$ cat src/rtl/sensor_pkg.sv
// constants for the sensor supervision and degauss sequencing logic
// assumes a single 200 MHz clock and synchronous active-low reset
package sensor_pkg;
    localparam int CLK_MHZ              = 200;
    // times in nanoseconds as printed
    localparam int WIRE_PERSIST_NS      = 100000;
    localparam int OVR_SUPPRESS_NS      = 3000;
    localparam int DEG_START_NS         = 25600;
    localparam int DEG_ABORT_NS         = 25000;
    localparam int POWERUP_DELAY_NS     = 12000;
    localparam int ABORT_HOLD_NS        = 3300000;
    localparam int DEGAUSS_LEN_NS       = 110000000;
    // least times round up to cycles, the abort hold and the degauss length round down
    localparam int WIRE_PERSIST_CYC     = (WIRE_PERSIST_NS * CLK_MHZ + 999) / 1000;
    localparam int OVR_SUPPRESS_CYC     = (OVR_SUPPRESS_NS * CLK_MHZ + 999) / 1000;
    localparam int DEG_START_CYC        = (DEG_START_NS * CLK_MHZ + 999) / 1000;
    localparam int DEG_ABORT_CYC        = (DEG_ABORT_NS * CLK_MHZ + 999) / 1000;
    localparam int POWERUP_DELAY_CYC    = (POWERUP_DELAY_NS * CLK_MHZ + 999) / 1000;
    localparam int ABORT_HOLD_CYC       = ABORT_HOLD_NS / 1000 * CLK_MHZ;
    localparam int DEGAUSS_LEN_CYC      = DEGAUSS_LEN_NS / 1000 * CLK_MHZ;
    localparam int CNT_W                = 25;
    // register offsets
    localparam logic [3:0] STATUS_ADDR  = 4'h0;
    localparam logic [3:0] MASK_ADDR    = 4'h1;
    localparam logic [3:0] CTRL_ADDR    = 4'h2;
    localparam logic [3:0] STATE_ADDR   = 4'h3;
    // status and mask bit positions
    localparam int EV_WIRE_BIT          = 0;
    localparam int EV_OVR_BIT           = 1;
    localparam int EV_DEG_DONE_BIT      = 2;
    localparam int EV_DEG_ABORT_BIT     = 3;
    localparam int EV_W                 = 4;
    // control bit positions
    localparam int CTRL_CHECK_BIT       = 0;
    localparam int CTRL_GAIN_BIT        = 1;
    localparam logic [EV_W-1:0] MASK_RST = 4'h0;
    localparam logic [1:0]      CTRL_RST = 2'h1;
    typedef enum logic [2:0] {
        ST_POWERUP,
        ST_IDLE,
        ST_DEGAUSS,
        ST_ABORT_HOLD
    } deg_state_t;
endpackage

$ cat src/rtl/level_timer.sv
// persistence timer: output rises once input has been high a full count
// input is synchronous; count must be at least one
`timescale 1ns/10ps
module level_timer
    import sensor_pkg::*;
#(
    parameter int COUNT = 1
)(
    input  wire logic ref_clk,
    input  wire logic rst_n,
    input  wire logic level_in,
    output logic      held_out
);
    logic [CNT_W-1:0] cnt_reg;
    logic [CNT_W-1:0] cnt_next;
    wire              at_end = (cnt_reg == CNT_W'(COUNT));

    // restart on any drop so only continuous levels count
    assign cnt_next = !level_in ? '0 : (at_end ? cnt_reg : cnt_reg + 1'b1);
    assign held_out = at_end;

    always_ff @(posedge ref_clk)
    begin
        if (!rst_n)
            cnt_reg <= '0;
        else
            cnt_reg <= cnt_next;
    end
endmodule

$ cat src/rtl/sensor_fault_degauss_request_control.sv
// supervision and degauss sequencing of a closed-loop current sensor
// assumes synchronous pins, 200 MHz ref_clk, reset from power-on detect
//
// Summary of operation
// wire-break check runs only while a coil drive output sits near ground.
// coil current low for the persistence time while checking pulls error low.
// with coil check disabled, wire break never asserts the error flag.
// controller disables coil check whenever an external coil driver is used.
// gain select high lowers internal loop gain by about 8 dB.
// amplifier over-voltage pulls the over-range flag low.
// over-range is suppressed 3 us so short transients never show.
// over-range flag is released as soon as the overload goes away.
// degauss starts only after request stays high 25.6 us; the power-up degauss of R12 needs no such hold.
// a degauss cycle lasts about 110 ms by counter.
// error flag is held low through the whole degauss cycle.
// request high at power-on starts degauss about 12 us later.
// request low for 25 us aborts a running degauss.
// probe excitation and both modulation outputs stay active in degauss.
// after abort, error low and coil driver off another 3.3 ms.
// both flags are open-drain, wired-OR with external pull-ups.
// error flag released only when no error source is active.
`timescale 1ns/10ps
module sensor_fault_degauss_request_control
    import sensor_pkg::*;
(
    input  wire logic       ref_clk,
    input  wire logic       rst_n,
    input  wire logic       degauss_request,
    input  wire logic       coil_check_enable,
    input  wire logic       gain_select,
    input  wire logic       coil_drive_a_low,
    input  wire logic       coil_drive_b_low,
    input  wire logic       coil_current_low,
    input  wire logic       amp_overvoltage,
    input  wire logic       probe_pwm,
    input  wire logic [3:0] reg_addr,
    input  wire logic [7:0] reg_wdata,
    input  wire logic       reg_wr,
    input  wire logic       reg_rd,
    output logic      [7:0] reg_rdata,
    output logic            irq,
    output logic            error_n_out,
    output logic            error_n_oe,
    output logic            over_range_n_out,
    output logic            over_range_n_oe,
    output logic            gain_reduce,
    output logic            coil_driver_enable,
    output logic            degauss_active,
    output logic            pwm_out,
    output logic            pwm_out_n
);
    deg_state_t          state_reg;
    deg_state_t          state_next;
    logic [CNT_W-1:0]    tmr_reg;
    logic [CNT_W-1:0]    tmr_next;
    logic                strap_reg;
    logic [EV_W-1:0]     status_reg;
    logic [EV_W-1:0]     status_next;
    logic [EV_W-1:0]     mask_reg;
    logic [1:0]          ctrl_reg;
    logic [7:0]          rdata_reg;
    logic [7:0]          rdata_next;
    logic                wire_fault_reg;
    logic                ovr_reg;
    logic                pwm_reg;
    logic                deg_hi_held;
    logic                deg_lo_held;
    logic                wire_held;
    logic                ovr_held;
    logic                wire_prev_reg;
    logic                ovr_prev_reg;

    // test gating
    wire check_on   = coil_check_enable & ctrl_reg[CTRL_CHECK_BIT];
    wire near_gnd   = coil_drive_a_low | coil_drive_b_low;
    // check disable
    wire wire_test  = check_on & near_gnd & coil_current_low;
    wire in_degauss = (state_reg == ST_DEGAUSS);
    wire in_hold    = (state_reg == ST_ABORT_HOLD);
    wire tmr_done   = (tmr_reg == '0);
    wire wr_status  = reg_wr & (reg_addr == STATUS_ADDR);
    wire wr_mask    = reg_wr & (reg_addr == MASK_ADDR);
    wire wr_ctrl    = reg_wr & (reg_addr == CTRL_ADDR);
    wire rd_status  = reg_rd & (reg_addr == STATUS_ADDR);
    wire deg_done   = in_degauss & tmr_done & !deg_lo_held;
    wire deg_abort  = in_degauss & deg_lo_held;
    wire wire_rise  = wire_held & !wire_prev_reg;
    wire ovr_rise   = ovr_held & !ovr_prev_reg;
    wire [EV_W-1:0] events = {deg_abort, deg_done, ovr_rise, wire_rise};

    // start filter
    level_timer #(.COUNT(DEG_START_CYC)) u_deg_hi (
        .ref_clk  (ref_clk),
        .rst_n    (rst_n),
        .level_in (degauss_request),
        .held_out (deg_hi_held)
    );
    // abort filter
    level_timer #(.COUNT(DEG_ABORT_CYC)) u_deg_lo (
        .ref_clk  (ref_clk),
        .rst_n    (rst_n),
        .level_in (!degauss_request & in_degauss),
        .held_out (deg_lo_held)
    );
    // persistence timer
    level_timer #(.COUNT(WIRE_PERSIST_CYC)) u_wire (
        .ref_clk  (ref_clk),
        .rst_n    (rst_n),
        .level_in (wire_test),
        .held_out (wire_held)
    );
    // transient suppression
    level_timer #(.COUNT(OVR_SUPPRESS_CYC)) u_ovr (
        .ref_clk  (ref_clk),
        .rst_n    (rst_n),
        .level_in (amp_overvoltage),
        .held_out (ovr_held)
    );

    always_comb
    begin
        state_next = state_reg;
        tmr_next   = tmr_done ? tmr_reg : tmr_reg - 1'b1;
        case (state_reg)
            // power-up degauss
            ST_POWERUP:
                if (tmr_done)
                begin
                    state_next = strap_reg ? ST_DEGAUSS : ST_IDLE;
                    tmr_next   = CNT_W'(DEGAUSS_LEN_CYC - 1);
                end
            ST_IDLE:
                if (deg_hi_held)
                begin
                    state_next = ST_DEGAUSS;
                    tmr_next   = CNT_W'(DEGAUSS_LEN_CYC - 1);
                end
            // cycle length
            ST_DEGAUSS:
                if (deg_lo_held)
                begin
                    state_next = ST_ABORT_HOLD;
                    tmr_next   = CNT_W'(ABORT_HOLD_CYC - 1);
                end
                else if (tmr_done)
                    state_next = ST_IDLE;
            // post-abort hold
            ST_ABORT_HOLD:
                if (tmr_done)
                    state_next = ST_IDLE;
            default:
                state_next = ST_IDLE;
        endcase
    end

    // set wins over the read clear
    assign status_next = (rd_status ? '0 : status_reg) | events;
    assign rdata_next  = (reg_addr == STATUS_ADDR) ? {4'h0, status_reg} :
                         (reg_addr == MASK_ADDR)   ? {4'h0, mask_reg} :
                         (reg_addr == CTRL_ADDR)   ? {6'h00, ctrl_reg} :
                         (reg_addr == STATE_ADDR)  ? {5'h00, ovr_reg, wire_fault_reg,
                                                      in_degauss} : 8'h00;

    always_ff @(posedge ref_clk)
    begin
        if (!rst_n)
        begin
            state_reg      <= ST_POWERUP;
            tmr_reg        <= CNT_W'(POWERUP_DELAY_CYC - 1);
            status_reg     <= '0;
            mask_reg       <= MASK_RST;
            ctrl_reg       <= CTRL_RST;
            rdata_reg      <= 8'h00;
            wire_fault_reg <= 1'b0;
            ovr_reg        <= 1'b0;
            pwm_reg        <= 1'b0;
            wire_prev_reg  <= 1'b0;
            ovr_prev_reg   <= 1'b0;
        end
        else
        begin
            state_reg      <= state_next;
            tmr_reg        <= tmr_next;
            status_reg     <= status_next;
            rdata_reg      <= reg_rd ? rdata_next : 8'h00;
            // fault latch, clears when the test condition goes away
            wire_fault_reg <= wire_held;
            // immediate release
            ovr_reg        <= ovr_held;
            // probe modulation passes through in every state
            pwm_reg        <= probe_pwm;
            wire_prev_reg  <= wire_held;
            ovr_prev_reg   <= ovr_held;
            if (wr_mask)
                mask_reg <= reg_wdata[EV_W-1:0];
            if (wr_ctrl)
                ctrl_reg <= reg_wdata[1:0];
        end
    end

    // strap caught in every ST_POWERUP cycle, through reset and the power-up delay, not by the reset itself
    always_ff @(posedge ref_clk)
    begin
        if (state_reg == ST_POWERUP)
            strap_reg <= degauss_request;
    end

    wire error_src = wire_fault_reg | in_degauss | in_hold | (state_reg == ST_POWERUP);

    // error flag merges every source
    // open drain: enable only when pulling low
    assign error_n_out        = 1'b0;
    assign error_n_oe         = error_src;
    // over-range drive
    assign over_range_n_out   = 1'b0;
    assign over_range_n_oe    = ovr_reg;
    // gain reduction
    assign gain_reduce        = gain_select | ctrl_reg[CTRL_GAIN_BIT];
    assign coil_driver_enable = !in_hold;
    assign degauss_active     = in_degauss;
    assign pwm_out            = pwm_reg;
    assign pwm_out_n          = !pwm_reg;
    assign reg_rdata          = rdata_reg;
    assign irq                = |(status_reg & mask_reg);
    // wr_status is accepted and ignored: status clears only by reading
    wire unused_ok = wr_status;

    // degauss keeps flag low
    chk_degauss_error_low: assert property (@(posedge ref_clk) disable iff (!rst_n)
        in_degauss |-> error_n_oe)
        else $error("error flag released during degauss");
    // no wire fault when disabled
    chk_check_disable: assert property (@(posedge ref_clk) disable iff (!rst_n)
        !coil_check_enable [*3] |-> !wire_fault_reg)
        else $error("wire fault with check disabled");
    // suppression of short pulses
    chk_ovr_suppress: assert property (@(posedge ref_clk) disable iff (!rst_n)
        $rose(amp_overvoltage) |=> !over_range_n_oe [*8])
        else $error("over-range not suppressed");
    // quick release
    chk_ovr_release: assert property (@(posedge ref_clk) disable iff (!rst_n)
        !amp_overvoltage |=> ##1 !over_range_n_oe)
        else $error("over-range not released");
    // hold after abort
    chk_abort_hold: assert property (@(posedge ref_clk) disable iff (!rst_n)
        in_hold |-> (error_n_oe && !coil_driver_enable))
        else $error("abort hold not enforced");
    // start needs a held request
    chk_start_filter: assert property (@(posedge ref_clk) disable iff (!rst_n)
        (state_reg == ST_IDLE) && (state_next == ST_DEGAUSS) |-> $past(degauss_request, 8))
        else $error("degauss started on short request");
    // abort only after low request
    chk_abort_filter: assert property (@(posedge ref_clk) disable iff (!rst_n)
        in_degauss && (state_next == ST_ABORT_HOLD) |-> !$past(degauss_request, 8))
        else $error("degauss aborted without held low");
    // error released only without sources
    chk_error_release: assert property (@(posedge ref_clk) disable iff (!rst_n)
        !error_n_oe |-> (!wire_fault_reg && (state_reg == ST_IDLE)))
        else $error("error released with source active");
    // complementary, skip the cycle that still shows reset
    chk_pwm_pair: assert property (@(posedge ref_clk) disable iff (!rst_n)
        (pwm_out == !pwm_out_n) && (!$past(rst_n) || (pwm_out == $past(probe_pwm))))
        else $error("modulation outputs not active");
    // test needs a drive near ground
    chk_wire_gate: assert property (@(posedge ref_clk) disable iff (!rst_n)
        !coil_drive_a_low && !coil_drive_b_low |=> ##1 !wire_fault_reg)
        else $error("wire fault without drive near ground");
    // fault only after persistent low current
    chk_wire_persist: assert property (@(posedge ref_clk) disable iff (!rst_n)
        $rose(wire_fault_reg) |-> $past(wire_test, 2) && $past(wire_test, 8))
        else $error("wire fault without persistent low current");
    // control bit also disables the check
    chk_ctrl_disable: assert property (@(posedge ref_clk) disable iff (!rst_n)
        !ctrl_reg[CTRL_CHECK_BIT] [*3] |-> !wire_fault_reg)
        else $error("wire fault with control check off");
    // held overload drives the flag
    chk_ovr_set: assert property (@(posedge ref_clk) disable iff (!rst_n)
        ovr_held |=> over_range_n_oe)
        else $error("over-range not driven");
    // short request never starts
    chk_short_ignored: assert property (@(posedge ref_clk) disable iff (!rst_n)
        (state_reg == ST_IDLE) && !$past(degauss_request) |-> (state_next != ST_DEGAUSS))
        else $error("degauss started after request low");
    // full length loaded at start
    chk_degauss_timer: assert property (@(posedge ref_clk) disable iff (!rst_n)
        (state_reg != ST_DEGAUSS) && (state_next == ST_DEGAUSS) |=>
            (tmr_reg == CNT_W'(DEGAUSS_LEN_CYC - 1)))
        else $error("degauss length not loaded");
    // strap high starts degauss
    chk_strap_start: assert property (@(posedge ref_clk) disable iff (!rst_n)
        (state_reg == ST_POWERUP) && tmr_done && strap_reg |=> in_degauss)
        else $error("power-up degauss missing");
    // strap low skips degauss
    chk_strap_skip: assert property (@(posedge ref_clk) disable iff (!rst_n)
        (state_reg == ST_POWERUP) && tmr_done && !strap_reg |=> (state_reg == ST_IDLE))
        else $error("power-up degauss without strap");
    // high request blocks the abort
    chk_glitch_ignored: assert property (@(posedge ref_clk) disable iff (!rst_n)
        in_degauss && $past(degauss_request) |-> (state_next != ST_ABORT_HOLD))
        else $error("degauss aborted on glitch");
    // hold length loaded on abort
    chk_hold_length: assert property (@(posedge ref_clk) disable iff (!rst_n)
        $rose(in_hold) |-> (tmr_reg == CNT_W'(ABORT_HOLD_CYC - 1)))
        else $error("abort hold length not loaded");
endmodule

$ cat config.mk
export PLATFORM = sky130hd
export DESIGN_NAME = sensor_fault_degauss_request_control
export DESIGN_NICKNAME = d
export VERILOG_FILES = /design/src/rtl/sensor_pkg.sv /design/src/rtl/level_timer.sv /design/src/rtl/sensor_fault_degauss_request_control.sv
export SDC_FILE = /design/constraint.sdc
export NUM_CORES = 1
export LEC_CHECK = 0
export BUFFER_PORTS_ARGS = -buffer_cell sky130_fd_sc_hd__buf_4
export CAP_MARGIN = 0
export CORE_MARGIN = 2
export CORE_UTILIZATION = 40
export CTS_BUF_LIST = sky130_fd_sc_hd__clkbuf_4
export DETAILED_ROUTE_END_ITERATION = 10
export PLACE_DENSITY = 0.57
export SYNTH_ARGS = -nofsm -noshare
export SYNTH_HDL_FRONTEND = slang
export SYNTH_SLANG_ARGS = --single-unit
$ cat constraint.sdc
create_clock -name ref_clk -period 3 [get_ports ref_clk]
set_clock_uncertainty 0.05 [all_clocks]
set_input_delay 0.45 -clock ref_clk [delete_from_list [all_inputs] [get_ports ref_clk]]
set_output_delay 0.45 -clock ref_clk [all_outputs]
set_load 0.005 [all_outputs]
==> out/metrics.yaml <==
status: "finished clean"
numPortBuffers: 31
dp.cells: 1042
r2r-start: "u_deg_hi.cnt_reg[0]"
gp_congestion: 0.796
cts_buffers: 17
endpoint: "tmr_reg[9]"
drt-pass1-iter-count: 7
ios: 42
coreArea_um2: 17200
nets: 873
fin_crit_ns: 2.39
synthArstFlopShare_pct: 0
path_cells: "inv_1 > ha_1 > nor4bb_1 > nand4_1 > nor3_1 > o21ai_1 > o211a_1"
power_frac_seq_pct: 59.7
grt_pass1_wl_um: 25300
critPathMaxStageDelay_ns: 0.44
drive_gt1_share_pct: 11.8
endpoint_kind: "register"
areaGrowthSynthToFinish_pct: 11.1
post-synth-top-area-cell: "dfxtp_1"
critPathKind: "register to register"
track_usage_pct: 17.1
vias_per_cell: 5.25
root_buffer: "clkbuf_4"
clock-sinks: 146
ir_drop_v: 0.000330
power_density_nw_per_um2: 422
ys.flop_type: "dfxtp_1"
fin_setup_tns_ns: 0
synthTopCellsByCount: "dfxtp_1 (145), nor2_1 (130), xor2_1 (58), nand2_1 (47), nand3_1 (43)"
grt_pass1_vias: 5333
combPwrFrac_pct: 3.5
rrSetupSlack_ns: 0.61
clock_path_buffers: 2
sw_frac_of_total_pct: 24.4
ys_warn_count: 0
cp_max_fo: 10
synth_edf_count: 1
wire_per_inst_um: 14.1
critPathLaunch: "u_deg_hi.cnt_reg[0]"
p_clk_share_pct: 36.7
yosysUniqueCellTypes: 65
place_hpwl_um: 10800
hp-class: "primary input to register"
synth_area_per_cell_um2: 8.77
fp-row-count: 48
synth.most_common_cell: "dfxtp_1"
antenna_found_initial: 1
crit_required_ns: 3.41
insertion_delay_ns: 0.55
reg2reg_to: "tmr_reg[9]"
slew_violations: 0
cts_resized: 0
ys_seq_area_share_pct: 41.8
grt_overflow_total: 0
drtIter0Drc: 302
synth_seq_cells: 146
period_share_pct: 79.6
vias: 5654
route.detailed.drc: 0
setup_viol: 0
cp_slowest_cell: "nor3_1"
die_w_um: 136
num-fill-cells: 1671
max_slew_margin_pct: 42.7
critPathLaunchType: "register"
synth_area_um2: 7020
final_antenna_net_count: 0
rsz0062_at_grt: "false"
hold_viol: 0
initial_core_util_pct: 40.7
cts_tree: "yes"
synthCells: 800
dieHeight_um: 136
maxCapViolations: 0
worst_slew_pin_slew_ns: 0.853
grt_max_degree: 26
die_area_um2: 18600
synth_top_area_share_pct: 41.4
p_leak_nw: 2.66
clk_pin_slew_ns: 0.14
synth_area_leaders: "dfxtp_1 (41%), xor2_1 (7.2%), nor2_1 (7.0%), xnor2_1 (5.2%), nand3_1 (3.1%)"
p_sw_mw: 0.803
fmax_ghz: 0.419
rr_worst_depth: 7
crit_arrival_ns: 2.79
p_int_mw: 2.49
h-tree-depth: 4
wl_um: 15200
stdcell_count: 1077
==> timing repair <==
item,CTS,global route
hold buffers,3,0
setup buffers,0,0
hold endpoints to repair,2,0
==> cell type report <==
cell class	instances	area, um2	share of cell area [%]
multi-input cells	603	3870	49.6
flip-flops and latches	146	2930	37.6
repair buffers	46	353	4.52
well taps	225	282	3.61
clock inverters	14	141	1.81
clock buffers	17	128	1.64
inverters	25	93.8	1.20
diodes	1	2.50	0.0321
==> power groups by stage <==
stage	Combinational, mW	Sequential, mW	Clock (mW)
floorplan	0.0721	2.01	0
global placement	0.114	2.01	0
detailed placement	0.115	2.01	0
CTS	0.118	1.97	1.27
global route	0.132	1.97	1.35
finish	0.116	1.97	1.21
==> cells by family after synthesis <==
family	after synthesis	share of synthesized area (%)
compound gates	71	7.08
other cells	1	0.0534
fa+ha+maj	10	1.78
mux	16	2.30
simple gates	399	31.1
buf+inv	57	3.44
xor+xnor	100	12.5
flops	146	41.8
==> layer usage <==
| metal | up-vias | track usage [%] | routed length (um) |
|---|---|---|---|
| li1 | 2896 | - | - |
| met1 | 2643 | 22.0 | 7290 |
| met2 | 91 | 27.0 | 6950 |
| met3 | 24 | 5.33 | 689 |
| met4 | 0 | 5.73 | 263 |
| met5 | - | 0 | 0 |
==> worst min-delay path by stage <==
stage / startpoint / slack [ns] / endpoint / depth (start not counted)
2_1_floorplan: status_reg[0] / 0.39 / status_reg[0] / 2
3_3_place_gp: status_reg[0] / 0.41 / status_reg[0] / 2
3_5_place_dp: status_reg[0] / 0.41 / status_reg[0] / 2
4_1_cts: reg_wdata[0] / 0.03 / ctrl_reg[0] / 3
5_1_grt: reg_wdata[0] / 0.04 / ctrl_reg[0] / 3
6_report: reg_wdata[0] / 0.07 / ctrl_reg[0] / 3
==> critical path, delay by kind of cell (launching register included) <==
| family | cells | cell delay [ns] |
|---|---|---|
| compound gates | 2 | 0.65 |
| simple gates | 3 | 0.97 |
| flops | 1 | 0.38 |
| fa+ha+maj | 1 | 0.15 |
| buf+inv | 1 | 0.11 |
==> cell usage in the layout, fill, tap and decap left out, types with 3 or more instances in the layout <==
cell | Yosys | final
a21oi_1 | 23 | 23
a22oi_1 | 3 | 3
and2_1 | 4 | 4
and3_1 | 15 | 15
and4_1 | 12 | 12
and4b_1 | 3 | 3
buf_4 | 6 | 43
clkbuf_4 | 0 | 17
clkinvlp_4 | 0 | 5
conb_1 | 1 | 7
dfxtp_1 | 145 | 145
dlygate4sd3_1 | 0 | 3
ha_1 | 10 | 10
inv_1 | 25 | 25
mux2i_1 | 15 | 15
nand2_1 | 47 | 47
nand2b_1 | 9 | 9
nand3_1 | 43 | 43
nand3b_1 | 4 | 4
nand4_1 | 32 | 32
nor2_1 | 130 | 130
nor3_1 | 27 | 27
nor3_2 | 3 | 3
nor4_1 | 22 | 22
nor4_2 | 6 | 6
nor4_4 | 3 | 3
nor4b_1 | 4 | 4
nor4bb_1 | 3 | 3
o211ai_1 | 5 | 5
o21ai_0 | 10 | 10
o21ai_1 | 7 | 7
or2_2 | 3 | 3
or3_1 | 14 | 14
or3b_2 | 3 | 3
xnor2_1 | 42 | 42
xor2_1 | 58 | 58
==> metrics by stage <==
stage	utilization (%)	power, mW	cell area, um2	worst slack [ns]	hold slack, ns
after floorplan	-	2.08	7040	1.02	0.394
after global placement	43.5	2.12	7500	0.655	0.410
after detailed placement	43.5	2.12	7500	0.638	0.414
after CTS	45.2	3.35	7800	0.636	0.0337
after global routing	45.3	3.45	7800	0.391	0.0395
final	45.3	3.29	7800	0.613	0.0715
No activity file was read; power rests on OpenSTA's default activity.
